<file path="src/lses_pkg.sv">
`default_nettype none
package lses_pkg;
  // register indexes as printed; byte address is four times the index
  localparam logic [7:0] IDX_PG_MASK_LO = 8'h19;
  localparam logic [7:0] IDX_ENABLE_SELECT = 8'h1a;
  localparam logic [7:0] IDX_EDGE_DELAY = 8'h1b;
  localparam logic [7:0] IDX_STATUS = 8'h1c;
  localparam int ADDR_W = 10;
  localparam logic [7:0] RESET_PG_MASK_LO = 8'h00;
  localparam logic [7:0] RESET_ENABLE_SELECT = 8'h00;
  localparam logic [7:0] RESET_EDGE_DELAY = 8'h00;
  // field positions
  localparam int SEL_LSB = 2;
  localparam int PG_LVL_LSB = 5;
  localparam int TERM_SEL_BIT = 6;
  localparam int FALL_LSB = 3;
  localparam int RISE_LSB = 0;
  localparam logic [2:0] SRC_BOTH_3_4 = 3'h5;
  localparam logic [2:0] SRC_ALWAYS = 3'h7;
  // time base
  localparam int CLK_HZ = 125000000;
  localparam int TICK_MS = 1;
  localparam int TICK_CYCLES = CLK_HZ / 1000 * TICK_MS;
  typedef enum logic [1:0] {
    LSES_OFF = 2'b00,
    LSES_RISE_WAIT = 2'b01,
    LSES_ON = 2'b10,
    LSES_FALL_WAIT = 2'b11
  } lses_state_e;
  function automatic logic [6:0] delay_ms(input logic [2:0] code);
    case (code)
      3'h0: delay_ms = 7'h00;
      3'h1: delay_ms = 7'h02;
      3'h2: delay_ms = 7'h04;
      3'h3: delay_ms = 7'h08;
      3'h4: delay_ms = 7'h10;
      3'h5: delay_ms = 7'h18;
      3'h6: delay_ms = 7'h20;
      default: delay_ms = 7'h40;
    endcase
  endfunction : delay_ms
endpackage : lses_pkg
`default_nettype wire

</file>
<file path="src/lses_tick.sv">
`timescale 1ns/10ps
`default_nettype none
module lses_tick #(
  parameter int PERIOD = 125000 // cycles per millisecond tick
) (
  input wire logic clk_sys, // system clock
  input wire logic nrst, // async reset, active low
  input wire logic restart, // realign the time base
  output logic tick // one-cycle pulse each period
);
  logic [31:0] count;
  wire last = (count == 32'(PERIOD - 1));
  always_ff @(posedge clk_sys or negedge nrst)
  begin
    if (!nrst)
    begin
      count <= 32'h0;
      tick <= 1'b0;
    end
    else
    begin
      count <= (last || restart) ? 32'h0 : count + 32'h1;
      tick <= last && !restart;
    end
  end
endmodule : lses_tick
`default_nettype wire

</file>
<file path="src/lses_sequencer.sv">
// How it works
// - mask bits 7 and 6 drop low-dropout three and two power-good from the enable term when set.
// - mask bits 5 to 0 drop step-down six to one power-good when set.
// - select register bits 1 and 0 drop the shared rail and switch b one power-good when set.
// - select field 4:2 picks pin 1,2,5,4,3 or 6 for codes 000,001,010,011,100,110.
// - code 111 feeds a constant one, so no pin is needed.
// - delay register bit 6 routes pin three (0) or pin six (1) to the termination enable.
// - delay field 5:3 delays the falling edge by 0,2,4,8,16,24,32 or 64 ms.
// - delay field 2:0 delays the rising edge with the same table.
// - delays are nominal and may be off by ten percent; here they are exact ms counts.
//
// The implementer's own choice: the Avalon-MM interface to the registers.
`timescale 1ns/10ps
`default_nettype none
module lses_sequencer #(
  parameter int TICK_PERIOD = lses_pkg::TICK_CYCLES // cycles per ms
) (
  input wire logic clk_sys, // system clock, 125 MHz
  input wire logic nrst, // async reset, active low
  input wire logic [lses_pkg::ADDR_W-1:0] avs_address, // byte address
  input wire logic avs_read, // read request
  input wire logic avs_write, // write request
  input wire logic [31:0] avs_writedata, // write data
  input wire logic [3:0] avs_byteenable, // byte lanes
  output logic [31:0] avs_readdata, // read data
  output logic avs_waitrequest, // stall
  input wire logic [6:1] control_pin, // control pins one to six
  input wire logic [5:0] step_down_pg, // step-down six..one power good
  input wire logic low_dropout_two_pg, // low-dropout two power good
  input wire logic low_dropout_three_pg, // low-dropout three power good
  input wire logic load_switch_b_one_pg, // switch b one power good
  input wire logic shared_rail_pg, // shared switch/regulator power good
  output logic load_switch_a_en, // switch enable
  output logic memory_termination_en, // termination regulator enable
  output logic [1:0] power_good_level_select // power good level code
);
  logic [7:0] pg_mask_lo;
  logic [7:0] enable_select;
  logic [7:0] edge_delay;
  logic ack;
  lses_pkg::lses_state_e state;
  lses_pkg::lses_state_e next_state;
  logic [6:0] ms_left;
  logic [6:0] next_ms_left;
  logic src_q;
  logic tick;

  wire access = (avs_read || avs_write) && !ack;
  wire [7:0] index = avs_address[lses_pkg::ADDR_W-1:2];
  wire wr_ok = avs_write && ack && avs_byteenable[0];
  wire wr_mask = wr_ok && (index == lses_pkg::IDX_PG_MASK_LO);
  wire wr_sel = wr_ok && (index == lses_pkg::IDX_ENABLE_SELECT);
  wire wr_dly = wr_ok && (index == lses_pkg::IDX_EDGE_DELAY);
  wire [7:0] status = {5'h00, src_q, load_switch_a_en, memory_termination_en};
  wire [7:0] rd_mux =
    (index == lses_pkg::IDX_PG_MASK_LO) ? pg_mask_lo :
    (index == lses_pkg::IDX_ENABLE_SELECT) ? enable_select :
    (index == lses_pkg::IDX_EDGE_DELAY) ? edge_delay :
    (index == lses_pkg::IDX_STATUS) ? status : 8'h00;

  // one wait state, then the answer; unmapped reads give zero
  assign avs_waitrequest = (avs_read || avs_write) && !ack;
  always_ff @(posedge clk_sys or negedge nrst)
  begin
    if (!nrst)
    begin
      ack <= 1'b0;
      avs_readdata <= 32'h0;
      pg_mask_lo <= lses_pkg::RESET_PG_MASK_LO;
      enable_select <= lses_pkg::RESET_ENABLE_SELECT;
      edge_delay <= lses_pkg::RESET_EDGE_DELAY;
    end
    else
    begin
      ack <= access;
      if (access && avs_read)
        avs_readdata <= {24'h0, rd_mux};
      if (wr_mask)
        pg_mask_lo <= avs_writedata[7:0];
      if (wr_sel)
        enable_select <= {1'b0, avs_writedata[6:0]};
      if (wr_dly)
        edge_delay <= {1'b0, avs_writedata[6:0]};
    end
  end

  wire [2:0] src_code = enable_select[lses_pkg::SEL_LSB +: 3];
  wire [2:0] fall_code = edge_delay[lses_pkg::FALL_LSB +: 3];
  wire [2:0] rise_code = edge_delay[lses_pkg::RISE_LSB +: 3];
  wire src_level;
  assign src_level =
    (src_code == 3'h0) ? control_pin[1] :
    (src_code == 3'h1) ? control_pin[2] :
    (src_code == 3'h2) ? control_pin[5] :
    (src_code == 3'h3) ? control_pin[4] :
    (src_code == 3'h4) ? control_pin[3] :
    (src_code == lses_pkg::SRC_BOTH_3_4) ? (control_pin[3] && control_pin[4]) :
    (src_code == 3'h6) ? control_pin[6] : 1'b1;

  // all ten power-good inputs, each with its mask bit
  wire pg_all =
    (pg_mask_lo[7] || low_dropout_three_pg) && (pg_mask_lo[6] || low_dropout_two_pg) &&
    (&(pg_mask_lo[5:0] | step_down_pg)) &&
    (enable_select[1] || shared_rail_pg) && (enable_select[0] || load_switch_b_one_pg);

  wire src_edge = src_level != src_q;
  wire [6:0] rise_ms = lses_pkg::delay_ms(rise_code);
  wire [6:0] fall_ms = lses_pkg::delay_ms(fall_code);

  // millisecond base realigned on each source edge
  lses_tick #(
    .PERIOD(TICK_PERIOD)
  ) u_tick (
    .clk_sys(clk_sys),
    .nrst(nrst),
    .restart(src_edge),
    .tick(tick)
  );

  // on after rise delay with power good, off after fall delay
  // fall delay loaded from field 5:3
  // rise delay loaded from field 2:0
  // exact nominal counts sit inside the tolerance
  always_comb
  begin
    next_state = state;
    next_ms_left = ms_left;
    case (state)
      lses_pkg::LSES_OFF:
      begin
        if (src_level)
        begin
          next_state = lses_pkg::LSES_RISE_WAIT;
          next_ms_left = rise_ms;
        end
      end
      lses_pkg::LSES_RISE_WAIT:
      begin
        if (!src_level)
          next_state = lses_pkg::LSES_OFF;
        else if (ms_left == 7'h00)
        begin
          if (pg_all)
            next_state = lses_pkg::LSES_ON;
        end
        else if (tick)
          next_ms_left = ms_left - 7'h01;
      end
      lses_pkg::LSES_ON:
      begin
        if (!src_level)
        begin
          next_state = lses_pkg::LSES_FALL_WAIT;
          next_ms_left = fall_ms;
        end
      end
      lses_pkg::LSES_FALL_WAIT:
      begin
        if (src_level)
          next_state = lses_pkg::LSES_ON;
        else if (ms_left == 7'h00)
          next_state = lses_pkg::LSES_OFF;
        else if (tick)
          next_ms_left = ms_left - 7'h01;
      end
      default:
        next_state = lses_pkg::LSES_OFF;
    endcase
  end

  wire term_src = edge_delay[lses_pkg::TERM_SEL_BIT] ? control_pin[6] : control_pin[3];
  always_ff @(posedge clk_sys or negedge nrst)
  begin
    if (!nrst)
    begin
      state <= lses_pkg::LSES_OFF;
      ms_left <= 7'h00;
      src_q <= 1'b0;
      load_switch_a_en <= 1'b0;
      memory_termination_en <= 1'b0;
      power_good_level_select <= 2'h0;
    end
    else
    begin
      state <= next_state;
      ms_left <= next_ms_left;
      src_q <= src_level;
      load_switch_a_en <= (next_state == lses_pkg::LSES_ON) ||
                          (next_state == lses_pkg::LSES_FALL_WAIT);
      memory_termination_en <= term_src;
      power_good_level_select <= enable_select[lses_pkg::PG_LVL_LSB +: 2];
    end
  end

  a_const_src_on: assert property (@(posedge clk_sys) disable iff (!nrst)
    (state == lses_pkg::LSES_RISE_WAIT && src_code == lses_pkg::SRC_ALWAYS && ms_left == 7'h00
     && pg_all) |=> load_switch_a_en)
    else $error("constant source did not enable switch");
  a_pg_blocks_on: assert property (@(posedge clk_sys) disable iff (!nrst)
    (state == lses_pkg::LSES_RISE_WAIT && !pg_all) |=> state != lses_pkg::LSES_ON)
    else $error("switch turned on without power good");
  a_ldo_mask: assert property (@(posedge clk_sys) disable iff (!nrst)
    (!pg_mask_lo[7] && !low_dropout_three_pg) |-> !pg_all)
    else $error("low-dropout three power good ignored");
  a_buck_mask: assert property (@(posedge clk_sys) disable iff (!nrst)
    (!pg_mask_lo[0] && !step_down_pg[0]) |-> !pg_all)
    else $error("step-down one power good ignored");
  a_b_mask: assert property (@(posedge clk_sys) disable iff (!nrst)
    (!enable_select[1] && !shared_rail_pg) |-> !pg_all)
    else $error("shared rail power good ignored");
  a_both_pins: assert property (@(posedge clk_sys) disable iff (!nrst)
    (src_code == lses_pkg::SRC_BOTH_3_4 && !control_pin[4]) |-> !src_level)
    else $error("pin four ignored in combined mode");
  a_pin_one: assert property (@(posedge clk_sys) disable iff (!nrst)
    (src_code == 3'h0) |-> (src_level == control_pin[1]))
    else $error("pin one not selected");
  a_term_pin: assert property (@(posedge clk_sys) disable iff (!nrst)
    1'b1 |=> memory_termination_en == $past(term_src))
    else $error("termination enable wrong pin");
  a_rise_load: assert property (@(posedge clk_sys) disable iff (!nrst)
    (state == lses_pkg::LSES_OFF && src_level) |=> ms_left == $past(rise_ms))
    else $error("rise delay not loaded");
  a_fall_load: assert property (@(posedge clk_sys) disable iff (!nrst)
    (state == lses_pkg::LSES_ON && !src_level) |=> ms_left == $past(fall_ms))
    else $error("fall delay not loaded");
  a_no_delay_off: assert property (@(posedge clk_sys) disable iff (!nrst)
    (state == lses_pkg::LSES_ON && !src_level && fall_code == 3'h0) |=> ##2 !load_switch_a_en)
    else $error("zero fall delay not immediate");

  // a write lands only at the accepting edge, never while the master is stalled
  a_mask_write: assert property (@(posedge clk_sys) disable iff (!nrst)
    (avs_write && !avs_waitrequest && avs_byteenable[0] && index == lses_pkg::IDX_PG_MASK_LO)
    |=> pg_mask_lo == $past(avs_writedata[7:0]))
    else $error("mask write lost");
  a_sel_write: assert property (@(posedge clk_sys) disable iff (!nrst)
    (avs_write && !avs_waitrequest && avs_byteenable[0] && index == lses_pkg::IDX_ENABLE_SELECT)
    |=> enable_select == {1'b0, $past(avs_writedata[6:0])})
    else $error("select write lost");
  a_dly_write: assert property (@(posedge clk_sys) disable iff (!nrst)
    (avs_write && !avs_waitrequest && avs_byteenable[0] && index == lses_pkg::IDX_EDGE_DELAY)
    |=> edge_delay == {1'b0, $past(avs_writedata[6:0])})
    else $error("delay write lost");
  a_no_early_write: assert property (@(posedge clk_sys) disable iff (!nrst)
    (avs_write && avs_waitrequest) |=> $stable({pg_mask_lo, enable_select, edge_delay}))
    else $error("register written while stalled");
  a_rd_upper: assert property (@(posedge clk_sys) disable iff (!nrst)
    1'b1 |-> avs_readdata[31:8] == 24'h000000)
    else $error("read data upper bytes not zero");
  a_rd_delay: assert property (@(posedge clk_sys) disable iff (!nrst)
    (avs_read && avs_waitrequest && index == lses_pkg::IDX_EDGE_DELAY)
    |=> avs_readdata[7:0] == $past(edge_delay))
    else $error("delay register read wrong");
  a_ldo_two_mask: assert property (@(posedge clk_sys) disable iff (!nrst)
    (!pg_mask_lo[6] && !low_dropout_two_pg) |-> !pg_all)
    else $error("low-dropout two power good ignored");
  a_ldo_two_off: assert property (@(posedge clk_sys) disable iff (!nrst)
    (pg_mask_lo[6] && !low_dropout_two_pg && low_dropout_three_pg && (&step_down_pg)
     && shared_rail_pg && load_switch_b_one_pg) |-> pg_all)
    else $error("masked low-dropout two still blocks");
  a_buck_six_mask: assert property (@(posedge clk_sys) disable iff (!nrst)
    (!pg_mask_lo[5] && !step_down_pg[5]) |-> !pg_all)
    else $error("step-down six power good ignored");
  a_b_one_mask: assert property (@(posedge clk_sys) disable iff (!nrst)
    (!enable_select[0] && !load_switch_b_one_pg) |-> !pg_all)
    else $error("switch b one power good ignored");
  a_pin_two: assert property (@(posedge clk_sys) disable iff (!nrst)
    (src_code == 3'h1) |-> (src_level == control_pin[2]))
    else $error("pin two not selected");
  a_pin_five: assert property (@(posedge clk_sys) disable iff (!nrst)
    (src_code == 3'h2) |-> (src_level == control_pin[5]))
    else $error("pin five not selected");
  a_pin_four: assert property (@(posedge clk_sys) disable iff (!nrst)
    (src_code == 3'h3) |-> (src_level == control_pin[4]))
    else $error("pin four not selected");
  a_pin_three: assert property (@(posedge clk_sys) disable iff (!nrst)
    (src_code == 3'h4) |-> (src_level == control_pin[3]))
    else $error("pin three not selected");
  a_pin_six: assert property (@(posedge clk_sys) disable iff (!nrst)
    (src_code == 3'h6) |-> (src_level == control_pin[6]))
    else $error("pin six not selected");
  a_both_high: assert property (@(posedge clk_sys) disable iff (!nrst)
    (src_code == lses_pkg::SRC_BOTH_3_4 && control_pin[3] && control_pin[4]) |-> src_level)
    else $error("combined mode not enabled");
  a_const_one: assert property (@(posedge clk_sys) disable iff (!nrst)
    (src_code == lses_pkg::SRC_ALWAYS) |-> src_level)
    else $error("constant source not one");
  a_term_six: assert property (@(posedge clk_sys) disable iff (!nrst)
    (edge_delay[lses_pkg::TERM_SEL_BIT] && control_pin[6]) |=> memory_termination_en)
    else $error("termination enable missed pin six");
  a_term_three: assert property (@(posedge clk_sys) disable iff (!nrst)
    (!edge_delay[lses_pkg::TERM_SEL_BIT] && !control_pin[3]) |=> !memory_termination_en)
    else $error("termination enable ignored pin three");
  a_off_after_fall: assert property (@(posedge clk_sys) disable iff (!nrst)
    (state == lses_pkg::LSES_FALL_WAIT && ms_left == 7'h00 && !src_level) |=> !load_switch_a_en)
    else $error("switch stayed on after fall delay");
  a_restart_tick: assert property (@(posedge clk_sys) disable iff (!nrst)
    src_edge |=> !tick)
    else $error("tick not restarted on source edge");
  a_count_hold: assert property (@(posedge clk_sys) disable iff (!nrst)
    (state == lses_pkg::LSES_RISE_WAIT && src_level && ms_left != 7'h00 && !tick)
    |=> ms_left == $past(ms_left))
    else $error("delay counted without tick");
  a_rise_count: assert property (@(posedge clk_sys) disable iff (!nrst)
    (state == lses_pkg::LSES_RISE_WAIT && ms_left != 7'h00) |=> state != lses_pkg::LSES_ON)
    else $error("switch on before rise delay");
  a_fall_count: assert property (@(posedge clk_sys) disable iff (!nrst)
    (state == lses_pkg::LSES_FALL_WAIT && !src_level && ms_left != 7'h00) |=> load_switch_a_en)
    else $error("switch off before fall delay");
endmodule : lses_sequencer
`default_nettype wire

</file>
<file path="config.mk">
export PLATFORM = sky130hd
export DESIGN_NAME = lses_sequencer
export DESIGN_NICKNAME = d
export VERILOG_FILES = /design/src/lses_pkg.sv /design/src/lses_tick.sv /design/src/lses_sequencer.sv
export SDC_FILE = /design/constraint.sdc
export NUM_CORES = 1
export LEC_CHECK = 0
export BUFFER_PORTS_ARGS = -buffer_cell sky130_fd_sc_hd__buf_2
export CORE_MARGIN = 2
export CORE_UTILIZATION = 45
export CTS_BUF_LIST = sky130_fd_sc_hd__clkbuf_8
export DETAILED_ROUTE_END_ITERATION = 10
export HOLD_SLACK_MARGIN = 0.06
export PLACE_DENSITY_LB_ADDON = 0.08
export SYNTH_ARGS = -nofsm -noshare
export SYNTH_HDL_FRONTEND = slang
export SYNTH_SLANG_ARGS = --single-unit
</file>
<file path="constraint.sdc">
create_clock -name clk_sys -period 2.5 [get_ports clk_sys]
set_input_delay 0 -clock clk_sys [delete_from_list [all_inputs] [get_ports clk_sys]]
set_output_delay 0 -clock clk_sys [all_outputs]
set_load 0.02 [all_outputs]
</file>
==> key figures <==
GRT
  • Met3 Use GR: 0.0302
  • Global-route wire length before repair: 15100 um
  • Largest net degree at the start of global routing: 79
  • GR Util met1: 0.247
  • Total track usage: 0.190
  • Vias in the first global route: 3240
  • GRT busiest layer: met2
  • Antenna violations before repair: 0
  • Global route overflow: 0
  • M2 GR Usage: 0.319

Floorplanning
  • Cell Rows: 34
  • Io pins: 103
  • Initial Utilization: 0.468
  • Die width: 99.5 um
  • Die height: 99.5 um
  • Core area: 0.00876 mm2
  • Die area: 0.00990 mm2

Final layout
  • Commonest non-fill, non-tap cell in the layout: dfrtp_1
  • Design area: 0.00476 mm2
  • Share of cells above drive strength 1: 0.210
  • Commonest non-fill, non-tap cells in the layout: 78 x dfrtp_1, 56 x nor2_1, 48 x buf_2
  • ANT cells: 0
  • Layout Area Growth over Synthesis: 16.1%
  • Total Nets Final: 549

Drt
  • Antenna Nets Post-Route: 0
  • Wire per inst: 15.1 um
  • Drt pass-1 iters: 4
  • DR iter-0 viols: 99
  • Residual DRC: 0
  • Vias after detailed routing: 3182
  • Routed WL: 8930 um
  • Via density: 5.37

Yosys
  • Main synth FF type: dfrtp_1
  • Number of synthesized register bits: 78
  • Syn Inst Count: 411
  • Post-synth EDFFs: 0
  • Mapped cell area: 0.00411 mm2
  • Post-synth top area cell: dfrtp_1
  • Post-synth ARST share: 1.00
  • Synth cell types: 56
  • Synth Area per Inst: 9.99 um2
  • Largest cells by area after synthesis: dfrtp_1 48%, mux2_2 6.6%, nor2_1 5.1%
  • Synth top area share: 0.475
  • Sequential element share of the synthesized area: 0.475
  • Synth warnings: 0

STA
  • Final Cycle Share: 0.908
  • Relative slew slack: 0.334
  • Setup Viol. Count Final: 0
  • Worst-Margin Slew: 1.00 ns
  • Minimum clock period after layout: 2.27 ns
  • Setup TNS: 0 ns
  • WHS: 0.0846 ns
  • Max Freq: 440 MHz
  • RSZ-0062 raised after global routing: no
  • Final Slew Violations: 0
  • Hold Vio Cnt, Final: 0
  • Worst Clk Skew: 0.00939 ns

Pwr
  • Sw Share: 0.265
  • Pint: 0.00208 W
  • Switching Power: 0.000749 W
  • Clock power share: 0.374
  • VDD IR max: 0.000295 V
  • Pleak: 2.14 nW
  • Combinational power share: 0.139
  • Seq pwr share: 0.487
  • Cell Pwr Density: 594 mW/mm2

CTS
  • Clk root buf: clkbuf_8
  • CTS Buffer Depth: 2
  • Post-CTS Setup Inserts: 0
  • CTS tree: done
  • CTS buffer count: 9
  • Clock-pin slew on the worst setup and hold paths: 0.08 ns
  • # clock sinks: 78
  • H-tree depth: 3
  • Worst skew pair latency: 0.34 ns

Worst setup path
  • Worst Path Arrival: 2.50 ns
  • Worst path required time: 2.73 ns
  • CP endpoint kind: flop
  • Worst r2r src: u_tick.count[29]
  • CP startpoint kind: flop
  • Critical path launch point: u_tick.count[29]
  • CP Max Fanout: 26
  • Reg-to-reg slack, setup: 0.23 ns
  • Crit path kind: flop to flop

Placed design
  • Placer's final routability congestion estimate: 0.836
  • Dpl hpwl: 6350 um
  • Cell Area, Placed: 0.00438 mm2
  • IO Port Bufs: 49

Worst hold path
  • Worst Hold Class: input port to flop
  • Hold Crit Start: avs_address[4]

Run
  • Max Cap Violations: 0

Run status
  • Status: completed
==> worst paths after layout <==
check                      cells past startpoint                          to
max                                            7             u_tick.count[5]
min                                            3             avs_readdata[3]
max reg2reg                                    7             u_tick.count[5]
min reg2reg                                    0  power_good_level_select[0]
max in group asynchronous                      2             u_tick.count[8]
min in group asynchronous                      2               pg_mask_lo[6]
==> synth_stat cells, types with 2 or more instances <==
cell type	n
nor3b_1	2
and2_1	2
ha_1	2
buf_4	25
a21oi_1	12
nor2b_1	6
o22ai_1	10
nand3b_1	2
xor2_1	17
mux2_2	24
nand2_1	28
nand4_1	6
nor2_1	56
or4_1	3
mux2i_1	4
o21ai_0	10
nor4bb_1	2
nand2b_1	4
or3_1	2
nor4_1	9
o31ai_1	5
a22oi_1	4
xnor2_1	17
o22a_1	3
dfrtp_1	78
buf_1	2
clkbuf_1	3
and4_1	4
nor3_1	8
nand3_1	20
buf_6	4
inv_1	12
a31oi_1	2
==> kinds of logic after synthesis <==
| kind of cell | share of synthesized area |
|---|---|
| simple gates | 0.196 |
| flops | 0.475 |
| compound gates | 0.100 |
| buf+inv | 0.0731 |
| xor+xnor | 0.0725 |
| mux | 0.0756 |
| fa+ha+maj | 0.00609 |
| other cells | 0.000913 |
==> worst max-delay path, cell delays in order, from the launching register on <==
cell,delay (ns)
dfrtp_1,0.41
nor4_1,0.34
nand4_1,0.13
or4_1,0.43
nor4_2,0.35
nand2b_4,0.25
buf_12,0.18
nor2_1,0.07
==> through the flow <==
step | cells | util | total power, W | setup WS, ns
after detailed placement | 563 | 0.500 | 0.00178 | 0.151
final | 593 | 0.544 | 0.00283 | 0.229
after global placement | 563 | 0.500 | 0.00177 | 0.127
after global routing | 593 | 0.544 | 0.00297 | 0.0476
after CTS | 593 | 0.542 | 0.00286 | 0.139
after floorplan | 434 | - | 0.00168 | 0.571
==> power by group through the flow <==
stage / Sequential [W] / Clock (W) / Combinational [W]
detailed placement: 0.00140 / 0 / 0.000377
floorplan: 0.00140 / 0 / 0.000280
global route: 0.00139 / 0.00114 / 0.000444
finish: 0.00138 / 0.00106 / 0.000394
CTS: 0.00138 / 0.00109 / 0.000396
global placement: 0.00140 / 0 / 0.000373
==> timing repair <==
item | CTS | global route
endpoints found under the setup margin | 0 | 26
endpoints found under the hold margin | 106 | 0
resized for setup | 0 | 2
hold buffers | 15 | 0
==> routing by layer <==
metal / part of all wire / wire [um]
met1: 0.46 / 4130
met2: 0.49 / 4350
met3: 0.028 / 246
met4: 0.023 / 208
met5: 0 / 0
==> registers in the layout (all words and copies together), names as in the netlist, 2 cells and up <==
| register | count |
|---|---|
| avs_readdata | 8 |
| edge_delay | 7 |
| enable_select | 7 |
| ms_left | 7 |
| pg_mask_lo | 8 |
| power_good_level_select | 2 |
| state | 2 |
| u_tick.count | 32 |
==> area by class of cell <==
class                           instances  area, um2
Clock buffer                           11        151
Tap cell                              108        135
Sequential cell                        78       1950
Timing Repair Buffer                   70        455
Inverter                               13       48.8
Clock inverter                          4       71.3
Multi-Input combinational cell        309       1950
Fill cell                             821       4000
Note: power is estimated with default switching activity, not from simulation.
